[src/core/dac_load_pkg.sv]
// package: constants and carrier types for the dac serial load port
// ****************************************************************
// ****************************************************************
package dac_load_pkg;
	localparam int unsigned FRAME_BITS    = 16;
	localparam int unsigned DATA_BITS     = 10;
	localparam int unsigned CHAN_BITS     = 3;
	localparam int unsigned NUM_CHAN      = 8;
	localparam int unsigned CHAN_POS      = 12;
	localparam int unsigned DATA_POS      = 0;
	localparam logic [4:0]  BIT_CNT_RESET = 5'h00;
	localparam logic [DATA_BITS-1:0] DATA_RESET = 10'h000;

	// one decoded serial word
	typedef struct packed {
		logic [CHAN_BITS-1:0] chan;
		logic [DATA_BITS-1:0] data;
	} dac_word_t;

	// synchronised link pins
	typedef struct packed {
		logic sclk;
		logic sdata;
		logic fsync_n;
		logic load_n;
	} link_pins_t;

	// pin levels while idle or in reset: serial clock low, frame and load strobes inactive
	localparam link_pins_t PINS_IDLE = 4'h3;
endpackage : dac_load_pkg

[src/core/pin_sync.sv]
// two-stage synchroniser for the link pins
`timescale 1ns/10ps
`default_nettype none
module pin_sync (
	// clock and reset
	input  wire logic                   clk_in,
	input  wire logic                   srst_in,
	// pins
	input  wire dac_load_pkg::link_pins_t pins_in,
	output var  dac_load_pkg::link_pins_t pins_out
);
	dac_load_pkg::link_pins_t meta_reg;
	dac_load_pkg::link_pins_t meta_next;
	dac_load_pkg::link_pins_t sync_reg;
	dac_load_pkg::link_pins_t sync_next;

	// idle values: frame and load strobes inactive
	always_comb begin
		meta_next = srst_in ? dac_load_pkg::PINS_IDLE : pins_in;
		sync_next = srst_in ? dac_load_pkg::PINS_IDLE : meta_reg;
	end

	// first stage feeds only the second stage
	always_ff @(posedge clk_in) begin
		meta_reg <= meta_next;
		sync_reg <= sync_next;
	end

	assign pins_out = sync_reg;
endmodule : pin_sync
`default_nettype wire

[src/core/dac_serial_load_port.sv]
// serial load port: shifter, input registers and output registers
`timescale 1ns/10ps
`default_nettype none
module dac_serial_load_port (
	// clock and reset
	input  wire logic                         clk_in,
	input  wire logic                         srst_in,
	// serial link pins
	input  wire logic                         serial_clock_input_in,
	input  wire logic                         serial_data_input_in,
	input  wire logic                         frame_sync_n_in,
	input  wire logic                         load_outputs_n_in,
	// dac output codes, all channels packed
	output var  logic [8*10-1:0]              dac_code_out,
	// status
	output var  logic                         frame_done_out,
	output var  logic                         frame_error_out
);
	// ****************************************************************
	// pin synchronisation
	// ****************************************************************
	dac_load_pkg::link_pins_t pins_raw;
	dac_load_pkg::link_pins_t pins;

	assign pins_raw = '{sclk: serial_clock_input_in, sdata: serial_data_input_in,
		fsync_n: frame_sync_n_in, load_n: load_outputs_n_in};

	pin_sync u_sync (
		.clk_in   (clk_in),
		.srst_in  (srst_in),
		.pins_in  (pins_raw),
		.pins_out (pins)
	);

	// ****************************************************************
	// edge detection on the synchronised pins
	// ****************************************************************
	logic                                    sclk_d_reg;
	logic                                    sclk_d_next;
	logic                                    load_d_reg;
	logic                                    load_d_next;
	logic                                    fall;
	logic                                    load_fall;

	// delayed copies restart at the idle pin levels, so reset leaves no false edge
	always_comb begin
		sclk_d_next = pins.sclk;
		load_d_next = pins.load_n;
		if (srst_in) begin
			sclk_d_next = dac_load_pkg::PINS_IDLE.sclk;
			load_d_next = dac_load_pkg::PINS_IDLE.load_n;
		end
	end

	// register the delayed copies
	always_ff @(posedge clk_in) begin
		sclk_d_reg <= sclk_d_next;
		load_d_reg <= load_d_next;
	end

	// one-cycle strobes; each serial clock phase must span three system clocks
	assign fall      = sclk_d_reg & ~pins.sclk;
	assign load_fall = load_d_reg & ~pins.load_n;

	// ****************************************************************
	// shifter
	// ****************************************************************
	logic [dac_load_pkg::FRAME_BITS-1:0]     shift_reg;
	logic [dac_load_pkg::FRAME_BITS-1:0]     shift_next;
	logic [dac_load_pkg::FRAME_BITS-1:0]     shift_in;
	logic [4:0]                              bit_cnt_reg;
	logic [4:0]                              bit_cnt_next;
	logic                                    word_ok_reg;
	logic                                    word_ok_next;
	dac_load_pkg::dac_word_t                 word_reg;
	dac_load_pkg::dac_word_t                 word_next;
	logic                                    word_end;
	logic                                    frame_bad;

	// extract channel and data from a finished word
	function automatic dac_load_pkg::dac_word_t decode_word(
		input logic [dac_load_pkg::FRAME_BITS-1:0] w);
		dac_load_pkg::dac_word_t r;
		r.chan = w[dac_load_pkg::CHAN_POS +: dac_load_pkg::CHAN_BITS];
		r.data = w[dac_load_pkg::DATA_POS +: dac_load_pkg::DATA_BITS];
		return r;
	endfunction : decode_word

	// new bit enters at the bottom, so the first bit sent ends up on top
	assign shift_in  = {shift_reg[dac_load_pkg::FRAME_BITS-2:0], pins.sdata};
	// sixteenth falling edge inside this device's frame, even across two bytes
	assign word_end  = ~pins.fsync_n & fall &
		(bit_cnt_reg == 5'(dac_load_pkg::FRAME_BITS - 1));
	// frame closed on a count other than none or sixteen
	assign frame_bad = pins.fsync_n & (bit_cnt_reg != dac_load_pkg::BIT_CNT_RESET) &
		(bit_cnt_reg != 5'(dac_load_pkg::FRAME_BITS));

	// shifter: counts bits only inside this device's frame
	always_comb begin
		shift_next   = shift_reg;
		bit_cnt_next = bit_cnt_reg;
		word_ok_next = word_end;
		word_next    = word_reg;
		if (pins.fsync_n) begin
			// frame closed: a short frame never reaches an input register
			bit_cnt_next = dac_load_pkg::BIT_CNT_RESET;
		end else if (fall) begin
			shift_next = shift_in;
			if (word_end) begin
				word_next = decode_word(shift_in);
			end
			// count saturates so bits beyond sixteen never start a second word
			if (bit_cnt_reg != 5'h1F) begin
				bit_cnt_next = bit_cnt_reg + 5'h01;
			end
		end
		if (srst_in) begin
			shift_next   = '0;
			bit_cnt_next = dac_load_pkg::BIT_CNT_RESET;
			word_ok_next = 1'b0;
			word_next    = '0;
		end
	end

	// register shift state
	always_ff @(posedge clk_in) begin
		shift_reg   <= shift_next;
		bit_cnt_reg <= bit_cnt_next;
		word_ok_reg <= word_ok_next;
		word_reg    <= word_next;
	end

	// ****************************************************************
	// frame status
	// ****************************************************************
	// status pulses for the host side, kept apart from the data path
	logic                                    done_reg;
	logic                                    done_next;
	logic                                    err_reg;
	logic                                    err_next;

	// both pulses last one cycle: the count they depend on moves on at once
	always_comb begin
		done_next = word_end;
		err_next  = frame_bad;
		if (srst_in) begin
			done_next = 1'b0;
			err_next  = 1'b0;
		end
	end

	// register status pulses
	always_ff @(posedge clk_in) begin
		done_reg <= done_next;
		err_reg  <= err_next;
	end

	// ****************************************************************
	// double-buffered channel registers
	// ****************************************************************
	logic [dac_load_pkg::DATA_BITS-1:0] in_reg   [dac_load_pkg::NUM_CHAN];
	logic [dac_load_pkg::DATA_BITS-1:0] in_next  [dac_load_pkg::NUM_CHAN];
	logic [dac_load_pkg::DATA_BITS-1:0] out_reg  [dac_load_pkg::NUM_CHAN];
	logic [dac_load_pkg::DATA_BITS-1:0] out_next [dac_load_pkg::NUM_CHAN];
	logic [dac_load_pkg::NUM_CHAN-1:0]  pend_reg;
	logic [dac_load_pkg::NUM_CHAN-1:0]  pend_next;

	// input register write, output transfer on strobe
	always_comb begin
		pend_next = pend_reg;
		for (int i = 0; i < dac_load_pkg::NUM_CHAN; i++) begin
			in_next[i]  = in_reg[i];
			out_next[i] = out_reg[i];
		end
		if (word_ok_reg) begin
			in_next[word_reg.chan]  = word_reg.data;
			pend_next[word_reg.chan] = 1'b1;
		end
		if (load_fall) begin
			// pulse: move all pending channels together
			for (int i = 0; i < dac_load_pkg::NUM_CHAN; i++) begin
				if (pend_reg[i]) begin
					out_next[i] = in_reg[i];
				end
			end
			pend_next = '0;
			if (word_ok_reg) begin
				pend_next[word_reg.chan] = 1'b1; // a new write keeps waiting
			end
		end else if (!pins.load_n && word_ok_reg) begin
			// strobe tied low: update right after the sixteenth clock
			out_next[word_reg.chan]  = word_reg.data;
			pend_next[word_reg.chan] = 1'b0;
		end
		if (srst_in) begin
			pend_next = '0;
			for (int i = 0; i < dac_load_pkg::NUM_CHAN; i++) begin
				in_next[i]  = dac_load_pkg::DATA_RESET;
				out_next[i] = dac_load_pkg::DATA_RESET;
			end
		end
	end

	// register channel state
	always_ff @(posedge clk_in) begin
		pend_reg <= pend_next;
		for (int i = 0; i < dac_load_pkg::NUM_CHAN; i++) begin
			in_reg[i]  <= in_next[i];
			out_reg[i] <= out_next[i];
		end
	end

	// ****************************************************************
	// outputs straight from flip-flops
	// ****************************************************************
	always_comb begin
		for (int i = 0; i < dac_load_pkg::NUM_CHAN; i++) begin
			dac_code_out[i*10 +: 10] = out_reg[i];
		end
	end

	assign frame_done_out  = done_reg;
	assign frame_error_out = err_reg;
endmodule : dac_serial_load_port
`default_nettype wire

[config.mk]
export PLATFORM = sky130hd
export DESIGN_NAME = dac_serial_load_port
export DESIGN_NICKNAME = d
export VERILOG_FILES = /design/src/core/dac_load_pkg.sv /design/src/core/pin_sync.sv /design/src/core/dac_serial_load_port.sv
export SDC_FILE = /design/constraint.sdc
export NUM_CORES = 1
export LEC_CHECK = 0
export BUFFER_PORTS_ARGS = -buffer_cell sky130_fd_sc_hd__buf_2
export CORE_MARGIN = 2
export CORE_UTILIZATION = 40
export CTS_BUF_LIST = sky130_fd_sc_hd__clkbuf_8
export CTS_CLUSTER_SIZE = 10
export DETAILED_ROUTE_END_ITERATION = 8
export SLEW_MARGIN = 15
export SYNTH_ARGS = -nofsm -noshare
export SYNTH_HDL_FRONTEND = slang
export SYNTH_SLANG_ARGS = --single-unit
[constraint.sdc]
create_clock -name clk_in -period 2.8 [get_ports clk_in]
set_input_delay 0.42 -clock clk_in [delete_from_list [all_inputs] [get_ports clk_in]]
set_output_delay 0.42 -clock clk_in [all_outputs]
set_load 0.02 [all_outputs]
[Word-level counts from Yosys, hierarchy flattened]
Memories as Yosys holds them, arrays and structs flattened.
Cells that the tools add are included.
Storage, ports and cells
  register bits: 52
  latch bits: 0
  RAM bits: 160
  ROM bits: 0
  input bits: 6
  output and inout bits: 82
  memories kept: 2
Memories
  in_reg: words 8, bits a word 10, rd ports 8, clocked after Yosys merged registers in 0, write ports 8, RTL line dac_serial_load_port.sv:161  | logic [dac_load_pkg::DATA_BITS-1:0] in_reg [dac_load_pkg::NUM_CHAN];
  out_reg: words 8, bits a word 10, rd ports 8, clocked after Yosys merged registers in 0, write ports 8, RTL line dac_serial_load_port.sv:163  | logic [dac_load_pkg::DATA_BITS-1:0] out_reg [dac_load_pkg::NUM_CHAN];
Operators by class
  add/subtract/negate cells: 1
  $mul: 0
  divide/modulo/power cells: 0
  magnitude comparators: 4
  equality and inequality tests: 3
  shift operators: 0
  muxes and demuxes: 23
  bitwise gates (word level): 13
  reductions and logical operators: 9
Operators by type and width (number)
  80-bit 2-to-1 mux: 5
  80-bit bitwise mux: 2
  10-bit 2-to-1 mux: 9
  8-bit 2-to-1 mux: 4
  10-bit demux with 3-bit select: 1
  5-bit inequality test, second input constant: 2
  8-bit bitwise AND: 1
  8-bit NOT: 1
  8-bit bitwise OR: 1
  1-bit bitwise AND: 6
  5-bit by 1-bit adder with 5-bit output, second input constant: 1
  5-bit by 4-bit == test with 1-bit output, second input constant: 1
  5-bit nonzero test: 1
  4-bit greater-or-equal comparator, second input constant: 1
  3-bit by 4-bit < comparator with 1-bit output, second input constant: 1
  4-bit by 1-bit < comparator with 1-bit output, second input constant: 1
  3-bit NOT with 4-bit output: 1
  2-bit AND reduction: 2
  1-bit demux with 3-bit select: 1
  3-bit by 1-bit greater-or-equal comparator with 1-bit output, second input constant: 1
  1-bit logical AND: 3
  1-bit NOT: 3
  3-bit AND reduction: 1
  2-bit OR reduction: 1
  other kinds (2): 2

[Logic depth before layout (Yosys ltp)]
Gate-level depths: netlist (run 1).
  depth after elaboration: 9
  depth in mapped cells: 7
  mapped depth without buffers: 6

[By module]
Synthesis (run 1) repeated with hierarchy kept, for this count alone.
Unflattened totals
  cells, all modules: 1103
  area, all modules: 9172.5 um^2
By module, submodules not included
  dac_serial_load_port: times used 1, cells each 1087, area an instance 8962.3 um^2, sequential area each 4083.9 um^2
  pin_sync: times used 1, cells each 16, area an instance 210.2 um^2, sequential area each 160.2 um^2

[Least setup slack after synthesis (run 1)]
No wires, ideal clock.
  path type: register -> register
  start: register bit_cnt_reg[0]
  end: register bit_cnt_reg[3]
  setup time: 0.070 ns
  arrival time: 1.818 ns
  data required time: 2.730 ns
  slack: 0.912 ns
  cell stages (with the launch flop): 7
  period minus slack after synthesis: 1.888 ns
  path through: dfxtp_1 ha_1 and3_1 ha_1 or3b_2 or3_1 a21oi_1
On the way
  longest elaborated chain between the ends: 2
  elaborated cells between the ends (all ways): 3
  those cells by class: 1 x add/sub; 1 x eq/ne; 1 x reduce/logical
Ends and longest elaborated chain
  start: declaration: RTL line dac_serial_load_port.sv:71  | logic [4:0] bit_cnt_reg;
  start signal: assignment: RTL line dac_serial_load_port.sv:128  | bit_cnt_reg <= bit_cnt_next;
  branches (longest 2 deep; another with 5-bit by 1-bit adder with 5-bit output)
Parallel ways; which one is timed is not known.
A chain may end at the register's enable or synchronous reset.

==> results of run 1 <==
## final timing paths
kind | to | cells after the start
max | out_reg[0][12] | 4
min | u_sync.meta_reg[1] | 2
max reg2reg | out_reg[0][12] | 4
min reg2reg | u_sync.pins_out[1] | 1
## placed cells by master (no fill, tap or decap), types with 2 or more instances in the layout
cell / Yosys / final
nand2_1: 298 / 298
dfxtp_1: 212 / 211
a21oi_1: 119 / 119
a211oi_1: 89 / 89
buf_2: 50 / 86
a311oi_1: 60 / 60
clkbuf_8: 0 / 51
nand4_1: 41 / 41
nand3_1: 41 / 41
buf_4: 8 / 38
a311oi_2: 20 / 20
nor2b_1: 20 / 19
inv_1: 3 / 18
and3b_1: 8 / 8
a21o_1: 8 / 8
nor2_1: 6 / 6
or2_2: 6 / 6
buf_12: 0 / 6
and4bb_2: 5 / 5
nand4bb_1: 4 / 4
ha_1: 4 / 4
and4b_1: 3 / 3
nand4b_1: 3 / 3
clkinv_2: 0 / 3
and2_1: 2 / 2
nor3b_1: 2 / 2
or3b_2: 2 / 2
## Yosys cell counts
library cell  number
nand2_1          298
dfxtp_1          212
a21oi_1          119
a211oi_1          89
clkbuf_1          61
a311oi_1          60
buf_2             50
nand3_1           41
nand4_1           41
a311oi_2          20
nor2b_1           20
a21o_1             8
and3b_1            8
buf_4              8
buf_6              6
nor2_1             6
or2_2              6
and4bb_2           5
ha_1               4
nand4bb_1          4
and4b_1            3
inv_1              3
nand4b_1           3
and2_1             2
clkbuf_2           2
nand2b_1           2
nor3b_1            2
or3b_2             2
and3_1             1
and4_1             1
buf_1              1
nor4b_1            1
nor4b_4            1
nor4bb_1           1
o21ai_0            1
or3_1              1
or4b_1             1
xnor2_1            1
## where the power goes
| part | total [W] | switching [W] | internal, W |
|---|---|---|---|
| clock network | 0.00292 | 0.00130 | 0.00162 |
| logic | 0.000119 | 0.0000897 | 0.0000290 |
| registers | 0.00303 | 0.00000611 | 0.00302 |
## per-layer routing
layer  vias up  wire, µm
met2       255     12700
met4         0       648
met1      3902     12400
li1       4021         -
met5         -         0
met3        49      1610
## through the flow
step	power, W	worst slack (ns)	util [%]	std cells
final	0.00607	0.736	46.8	1452
after global routing	0.00627	0.586	46.8	1452
after CTS	0.00613	0.767	46.8	1452
after detailed placement	0.00321	0.774	43.3	1383
after global placement	0.00321	0.838	43.3	1383
after floorplan	0.00317	0.912	-	1095
## cell families (layout without fill, tap and decap cells)
kind of cell / count (synthesis) / count (layout)
adder cells (fa/ha/maj): 4 / 4
AO/OA/AOI/OAI: 297 / 297
AND/OR/NAND/NOR: 450 / 450
XOR/XNOR: 1 / 1
flip-flops: 212 / 212
buffers and inverters: 131 / 203
## worst register-to-register path: cells and delay by family (launching register included)
family                 cells  cell delay [ns]
DFF                        1             0.80
AOI/OAI and AO/OA          2             0.63
and+or+nand+nor            1             0.26
buffers and inverters      1             0.22
## area by class of cell
| class | count | area [µm²] |
|---|---|---|
| Inverter | 3 | 11.3 |
| Timing Repair Buffer | 131 | 847 |
| Fill cell | 2234 | 12100 |
| Sequential cell | 212 | 4250 |
| Clock buffer | 51 | 702 |
| Clock inverter | 18 | 71.3 |
| Tap cell | 285 | 357 |
| Multi-Input combinational cell | 752 | 4350 |
==> metrics, run 1 <==
Die Width 156 µm; Min-Delay Path Class in -> reg; synth warn 0; worst path cell trace nor2b_1, buf_4, a21o_1, a311oi_2; grt peak-use layer met2; # DRC 0; Worst-Skew Late Latency 0.54 ns; Synth Area in Compound Gates 23.4%; num ports 88; Max-Cap Viols 0; GR Util met3 3.75%; Worst-path clk slew 0.06 ns; clock sinks 212; Max Clk Rate 485 MHz; r2r setup slk 0.74 ns; Post-Synth Adder-Cell Area 0.543%; Core Rows 55; TritonCTS clock tree done; sequential-to-total area share from yosys stat 46.0%; LEAKAGE 3.60 nW; DRT iter0 DRCs 665; leading area contributor after synthesis dfxtp_1; DRT Pass-1 Iters 6; share of the synthesized area in the top cell type 46.0%; Avg WL per Cell 18.9 µm; status finished, final reports clean; Post-layout nets 1148; deepest clock path buffer count 3; synth top area cells dfxtp_1, nand2_1, a211oi_1; root buffer cell clkbuf_8; xor-xnor portion of the synthesized cell area 0.0950%; largest family of logic cells by synthesized area compound AO/OA/AOI/OAI gates; layout cell share with drive strength beyond 1 19.0%; crit share post-route 73.7%; minimum clock period 2.06 ns; syn avg cell area 8.42 µm²; CTS Buf Count 38; Placement Cell Area 0.00981 mm²; synthesized cell area 0.00922 mm²; Power Dens Cells 573 mW/mm²; PostCTS Resize Cnt 0; GP Congestion 0.794; vias in the first global route 7852; syn nets 1105; final instance area 0.0106 mm²; simple-gate share of the synthesized area 23.1%; H-tree Lvls 2; Fin. Hold Viols 0; met2 track demand over resource 36.5%; ANT cells 0; final setup TNS 0 ns; Max VDD drop 0.323 mV; crit path max fanout 25; required time worst endpoint 3.17 ns; vias per cell 5.67; crit start category register; Worst setup startpoint word_reg[10]; multiplexer share of the synthesized area 0%; GRT met1 Usage 30.3%; GRT Overall Usage 22.4%; cell count after synthesis 1095; Max-Slew Margin vs Limit 50.0%; # hold bufs at CTS 0; initial antenna violation count 0; die area 0.0243 mm²; Synth Register Bits 212; final HPWL from detailed placement 16.5 mm; Worst path top cell family by delay flip-flops; IO buf count 87; Final Skew 0.0241 ns; antenna-violating nets left 0; hold_ws 0.0576 ns; critical path type reg -> reg; pin count of the biggest net entering global routing 81; height of the die 156 µm; Worst-Margin Slew 0.749 ns; first-pass GRT wire length 43.4 mm; HP Start frame_sync_n_in; number of setup violations in the final report 0; Slew Viols, Final 0; Area Growth Syn to Fin 14.8%; core area 0.0226 mm²; Critical path buffers and inverters 1; Initial Utilization 40.7%; RSZ-0062 raised after global routing false; setup bufs post-CTS 0; worst r2r src word_reg[10]; CP endpoint kind register; Synth cell types 38; DR vias 8227; WL final 27.4 mm; CP arrival 2.44 ns; Crit path largest cell delay 0.80 ns; total grt overflow 0; slowest cell on the critical path dfxtp_1
No activity file was read; power rests on OpenSTA's default activity.
==> inputs of run 2 (changes only) <==
==> constraint.sdc (replaced) <==
create_clock -name clk_in -period 1.8 [get_ports clk_in]
set_input_delay 0.27 -clock clk_in [delete_from_list [all_inputs] [get_ports clk_in]]
set_output_delay 0.27 -clock clk_in [all_outputs]
set_load 0.02 [all_outputs]
==> run 2 against run 1 <==
  * Maximum frequency up 18%
  * Sequential power is 55% higher
  * Setup slack got worse by 0.68 ns
  * Clock-buffer cell count stayed put
  * Via count grew 1.8%
  * Clock power rose by 54%
  * Critical path depth grew 2
  * Die area unchanged
  * Sequential cell count unchanged
  * First-iteration DRC count increased by 2.1%
  * Utilization rose by 2.4 points
  * Routed wire length is 0.59% lower
==> metrics, run 2 (synthesized netlist as in run 1, its figures left out) <==
Initial Utilization 40.7% (unchanged); Area Growth Syn to Fin 20.8% (was 14.8%); commonest non-fill, non-tap cell in the layout nand2_1 (unchanged); Multi-input gate area 0.00440 mm² (was 0.00435 mm²); FF+latch area 0.00425 mm² (about the same); final worst setup slack 0.0547 ns (was 0.736 ns); number of setup violations in the final report 0 (unchanged); core area 0.0226 mm² (unchanged); Max VDD drop 0.404 mV (was 0.323 mV); Final Power 0.00940 W (was 0.00607 W); Post-layout nets 1206 (was 1148); vias per cell 5.55 (was 5.67); Power Dens Cells 844 mW/mm² (was 573 mW/mm²); DRT Pass-1 Iters 5 (was 6); RSZ-0062 raised after global routing false (unchanged); final HPWL from detailed placement 17.2 mm (was 16.5 mm); total grt overflow 0 (unchanged); Die Width 156 µm (unchanged); final setup TNS 0 ns (unchanged); root buffer cell clkbuf_8 (unchanged); worst r2r src bit_cnt_reg[1] (was word_reg[10]); height of the die 156 µm (unchanged); GP Congestion 0.773 (was 0.794); DRT iter0 DRCs 679 (was 665); Max-Cap Viols 0 (unchanged); Worst-Margin Slew 0.577 ns (was 0.749 ns); clock sinks 212 (unchanged); minimum clock period 1.75 ns (was 2.06 ns); fill count 2188 (was 2234); Worst setup startpoint bit_cnt_reg[1] (was word_reg[10]); initial antenna violation count 0 (unchanged); LEAKAGE 3.90 nW (was 3.60 nW); Max-Slew Margin vs Limit 61.5% (was 50.0%); first-pass GRT wire length 42.7 mm (was 43.4 mm); Worst-Skew Late Latency 0.53 ns (was 0.54 ns); required time worst endpoint 2.26 ns (was 3.17 ns); H-tree Lvls 2 (unchanged); deepest clock path buffer count 3 (unchanged); CTS Buf Count 38 (unchanged); layout cell share with drive strength beyond 1 23.5% (was 19.0%); Worst-path clk slew 0.06 ns (about the same); post-place setup slack -0.0353 ns (was 0.774 ns); ANT cells 0 (unchanged); Max Clk Rate 573 MHz (was 485 MHz); # DRC 0 (unchanged); TritonCTS clock tree done (unchanged); Core Rows 55 (unchanged); critical path type reg -> reg (unchanged); status finished, final reports clean (unchanged); antenna-violating nets left 0 (unchanged); most frequent cells in the layout nand2_1, dfxtp_1, a21oi_1 (unchanged); num ports 88 (unchanged); crit share post-route 97.0% (was 73.7%); DR vias 8373 (was 8227); GRT Overall Usage 22.1% (was 22.4%); WL final 27.2 mm (was 27.4 mm); Fin. Hold Viols 0 (unchanged); crit start category register (unchanged); die area 0.0243 mm² (unchanged); Avg WL per Cell 18.0 µm (was 18.9 µm); Min-Delay Path Class in -> reg (unchanged); Final Skew 0.0154 ns (was 0.0241 ns); CP endpoint kind register (unchanged); CP arrival 2.20 ns (was 2.44 ns); r2r setup slk 0.05 ns (was 0.74 ns); Slew Viols, Final 0 (unchanged); pin count of the biggest net entering global routing 69 (was 81); vias in the first global route 7875 (was 7852); IO buf count 87 (unchanged); HP Start srst_in (was frame_sync_n_in); crit path max fanout 2 (was 25)
[run 2: cell count changes in the layout (fill, tap and decap cells not counted), sizes merged]
cell	previous run	this run
buf	131	185
dlygate4sd3	0	4
inv	18	17
[run 2: area by class of cell]
type,count,area share (%)
Multi-Input combinational cell,752,39.5
Clock buffer,51,6.30
Tap cell,285,3.20
Clock inverter,17,0.607
Sequential cell,212,38.2
Inverter,3,0.101
Timing Repair Buffer,189,12.1
[run 2: repair_timing]
| item | in CTS | in global routing |
|---|---|---|
| setup endpoints to repair | 1 | 106 |
| pin swaps | 3 | 3 |
| hold buffers | 4 | 0 |
| gates resized for setup | 2 | 14 |
| hold endpoints to repair | 4 | 0 |
| setup buffers | 1 | 0 |
[run 2: through the flow]
stage | instances | cell area [µm²] | hold WS, ns | utilization [%]
3_3_place_gp | 1436 | 10300 | 0.394 | 45.3
2_1_floorplan | 1095 | 9220 | 0.374 | -
5_1_grt | 1509 | 11100 | 0.204 | 49.2
6_report | 1509 | 11100 | 0.191 | 49.2
3_5_place_dp | 1436 | 10300 | 0.397 | 45.3
4_1_cts | 1509 | 11100 | 0.177 | 49.0
[run 2: worst paths after layout]
| kind | end | cells past startpoint |
|---|---|---|
| setup reg to reg | bit_cnt_reg[3] | 6 |
| hold reg to reg | u_sync.pins_out[1] | 1 |
| hold / removal | in_reg[1][34] | 2 |
| setup / recovery | bit_cnt_reg[3] | 6 |
[run 2: power by group]
part	switching [W]	internal [W]
sequential	0.00000802	0.00470
combinational	0.000143	0.0000603
clock	0.00198	0.00251
[run 2: worst max-delay path, cell delays in order, from the launching register on]
cell,delay (ns)
dfxtp_2,0.33
ha_4,0.15
and3_4,0.18
ha_4,0.15
or3b_4,0.37
or3_1,0.34
a21oi_1,0.15
[run 2: routing by layer]
layer,GRT usage [%],share of wire [%]
met5,0,0
met4,8.43,2.4
met3,3.61,6.0
met2,34.9,46
met1,30.3,46
==> inputs of run 3 (changes only) <==
--- a/config.mk
+++ b/config.mk
@@ -5,6 +5,7 @@
 export SDC_FILE = /design/constraint.sdc
 export NUM_CORES = 1
 export LEC_CHECK = 0
+export ABC_AREA = 1
 export BUFFER_PORTS_ARGS = -buffer_cell sky130_fd_sc_hd__buf_2
 export CORE_MARGIN = 2
 export CORE_UTILIZATION = 40
==> run 3 against run 2 <==
  * Utilization down 0.059 points
  * Hold slack worse by 0.036 ns
  * Clock-buffer cell count up 2
  * Clock power up 5.8%
  * Routed wire length down 8.5%
  * Combinational power about the same
  * Largest power group is now clock
  * Non-clock buffer count down 35
  * Highest routed layer unchanged
  * Sequential power about the same
  * Critical path depth down 4
  * First-iteration DRC count down 10%
  * Die area down 4.1%
==> metrics, run 3 <==
Post-synth ARST share 0% (unchanged); Min-Delay Path Class in -> reg (unchanged); Crit path largest cell delay 0.34 ns (was 0.37 ns); Max VDD drop 0.595 mV (was 0.404 mV); CP endpoint kind output port (was register); num ports 88 (unchanged); core area 0.0218 mm² (was 0.0226 mm²); vias per cell 4.98 (was 5.55); clock sinks 212 (unchanged); antenna-violating nets left 0 (unchanged); worst path cell trace buf_4, buf_2 (was ha_4, and3_4, ha_4, or3b_4, or3_1, a21oi_1); Worst-path clk slew 0.06 ns (about the same); RSZ-0062 raised after global routing true (was false); required time worst endpoint 1.53 ns (was 2.26 ns); leading area contributor after synthesis dfxtp_1 (unchanged); synth top area cells dfxtp_1, nor2_1, nand2_1 (was dfxtp_1, nand2_1, a211oi_1); height of the die 153 µm (was 156 µm); slowest cell on the critical path dfxtp_1 (was or3b_4); Slew Viols, Final 0 (unchanged); syn nets 1222 (was 1105); cell count after synthesis 1212 (was 1095); Worst path top cell family by delay buffers and inverters (was simple AND/OR/NAND/NOR gates); layout cell share with drive strength beyond 1 17.7% (was 23.5%); Worst-Skew Late Latency 0.54 ns (was 0.53 ns); LEAKAGE 4.83 nW (was 3.90 nW); Avg WL per Cell 15.3 µm (was 18.0 µm); Area Growth Syn to Fin 21.0% (was 20.8%); r2r setup slk 0.10 ns (was 0.05 ns); Final Skew 0.0301 ns (was 0.0154 ns); final worst setup slack 0.0599 ns (was 0.0547 ns); Max-Slew Margin vs Limit 66.7% (was 61.5%); Critical path buffers and inverters 2 (was 0); commonest non-fill, non-tap cell in the layout nor2_1 (was nand2_1); first-pass GRT wire length 40.4 mm (was 42.7 mm); GP Congestion 0.805 (was 0.773); share of the synthesized area in the top cell type 48.1% (was 46.0%); Worst-Margin Slew 0.500 ns (was 0.577 ns); status finished, final reports clean (unchanged); Power Dens Cells 904 mW/mm² (was 844 mW/mm²); sequential-to-total area share from yosys stat 48.1% (was 46.0%); DRT Pass-1 Iters 5 (unchanged); Placement Cell Area 0.00975 mm² (was 0.0103 mm²); ANT cells 0 (unchanged); DRT iter0 DRCs 609 (was 679); Final Core Density 49.1% (was 49.2%); most common cell in the synthesized netlist nor2_1 (was nand2_1); # DRC 0 (unchanged); number of setup violations in the final report 0 (unchanged); IO buf count 87 (unchanged); total grt overflow 0 (unchanged); final setup TNS 0 ns (unchanged); DR vias 8136 (was 8373); final HPWL from detailed placement 15.9 mm (was 17.2 mm); TritonCTS clock tree done (unchanged); number of flops mapped to enable cells by yosys 0 (unchanged); vias in the first global route 7713 (was 7875); fill count 2192 (was 2188); Die Width 153 µm (was 156 µm); Max Clk Rate 575 MHz (was 573 MHz); CTS Buf Count 38 (unchanged); Synth cell types 27 (was 38); Post-layout nets 1334 (was 1206); Max-Cap Viols 0 (unchanged); Core Rows 54 (was 55); H-tree Lvls 2 (unchanged); syn avg cell area 7.29 µm² (was 8.42 µm²); Post-synth top cells nor2_1, dfxtp_1, nand2_1 (was nand2_1, dfxtp_1, a21oi_1); root buffer cell clkbuf_8 (unchanged); most frequent cells in the layout nor2_1, dfxtp_1, nand2_1 (was nand2_1, dfxtp_1, a21oi_1); initial antenna violation count 0 (unchanged); Final Power 0.00966 W (was 0.00940 W); final instance area 0.0107 mm² (was 0.0111 mm²); crit start category register (unchanged); WL final 24.9 mm (was 27.2 mm); GRT Overall Usage 21.1% (was 22.1%); critical path type reg -> out (was reg -> reg); CP arrival 1.47 ns (was 2.20 ns); Synth Register Bits 212 (unchanged); Fin. Hold Viols 0 (unchanged); post-place setup slack 0.00922 ns (was -0.0353 ns); synthesized cell area 0.00883 mm² (was 0.00922 mm²); deepest clock path buffer count 3 (unchanged); crit path max fanout 27 (was 2); crit share post-route 96.7% (was 97.0%); minimum clock period 1.74 ns (was 1.75 ns); pin count of the biggest net entering global routing 68 (was 69); die area 0.0233 mm² (was 0.0243 mm²); Initial Utilization 40.6% (was 40.7%); Main synth FF type dfxtp_1 (unchanged); synth warn 0 (unchanged)
## run 3: metal layers
metal | track usage, % | wire (µm)
met1 | 29.6 | 11700
met2 | 33.3 | 11300
met3 | 3.38 | 1210
met4 | 7.23 | 626
met5 | 0 | 0
## run 3: cell type report
type,instances,area [µm²],share of cell area [%]
sequential,212,4240,39.7
clock inverter,17,95.1,0.890
inverter,93,352,3.29
clock buffer,53,729,6.82
multi-input combinational,825,3910,36.6
timing repair buffer,154,1010,9.46
tap,280,350,3.28
## run 3: worst paths after layout
| kind | startpoint | endpoint | depth (start not counted) |
|---|---|---|---|
| worst max-delay path | frame_done_out | frame_done_out | 2 |
| worst min-delay path | srst_in | out_reg[0][4] | 4 |
| worst max register to register | u_sync.pins_out[0] | out_reg[0][0] | 7 |
| worst min register to register | u_sync.meta_reg[3] | u_sync.pins_out[3] | 2 |
## run 3: cell families (layout without fill, tap and decap cells)
kind of cell,Yosys count,after routing,share of synthesized area [%]
fa+ha+maj,4,4,0.567
flops,212,212,48.1
buf+inv,175,317,7.89
simple gates,559,559,27.9
compound gates,262,262,15.6
## run 3: report_power, final
group / internal [W] / switching (W)
clock: 0.00275 / 0.00200
combinational: 0.0000624 / 0.000139
sequential: 0.00471 / 0.00000525
total: 0.00752 / 0.00214
## run 3: timing repair
action	4_1_cts	5_1_grt
hold buffers	4	0
resized for setup	1	6
pin swaps	0	1
hold endpoints to repair	4	0
buffers inserted	0	7
setup endpoints to repair	2	27
## run 3: metrics by stage
stage | hold WS, ns | std cells
floorplan | 0.374 | 1212
global route | 0.175 | 1634
finish | 0.154 | 1634
global placement | 0.389 | 1554
detailed placement | 0.393 | 1554
CTS | 0.142 | 1627
## run 3: worst register-to-register path, cell delays in order (launching register included)
cell	delay, ns
dfxtp_1	0.33
inv_1	0.08
nand2_2	0.14
buf_4	0.23
nand2_1	0.32
o21ai_1	0.34
nor2_1	0.08
nor2_1	0.11
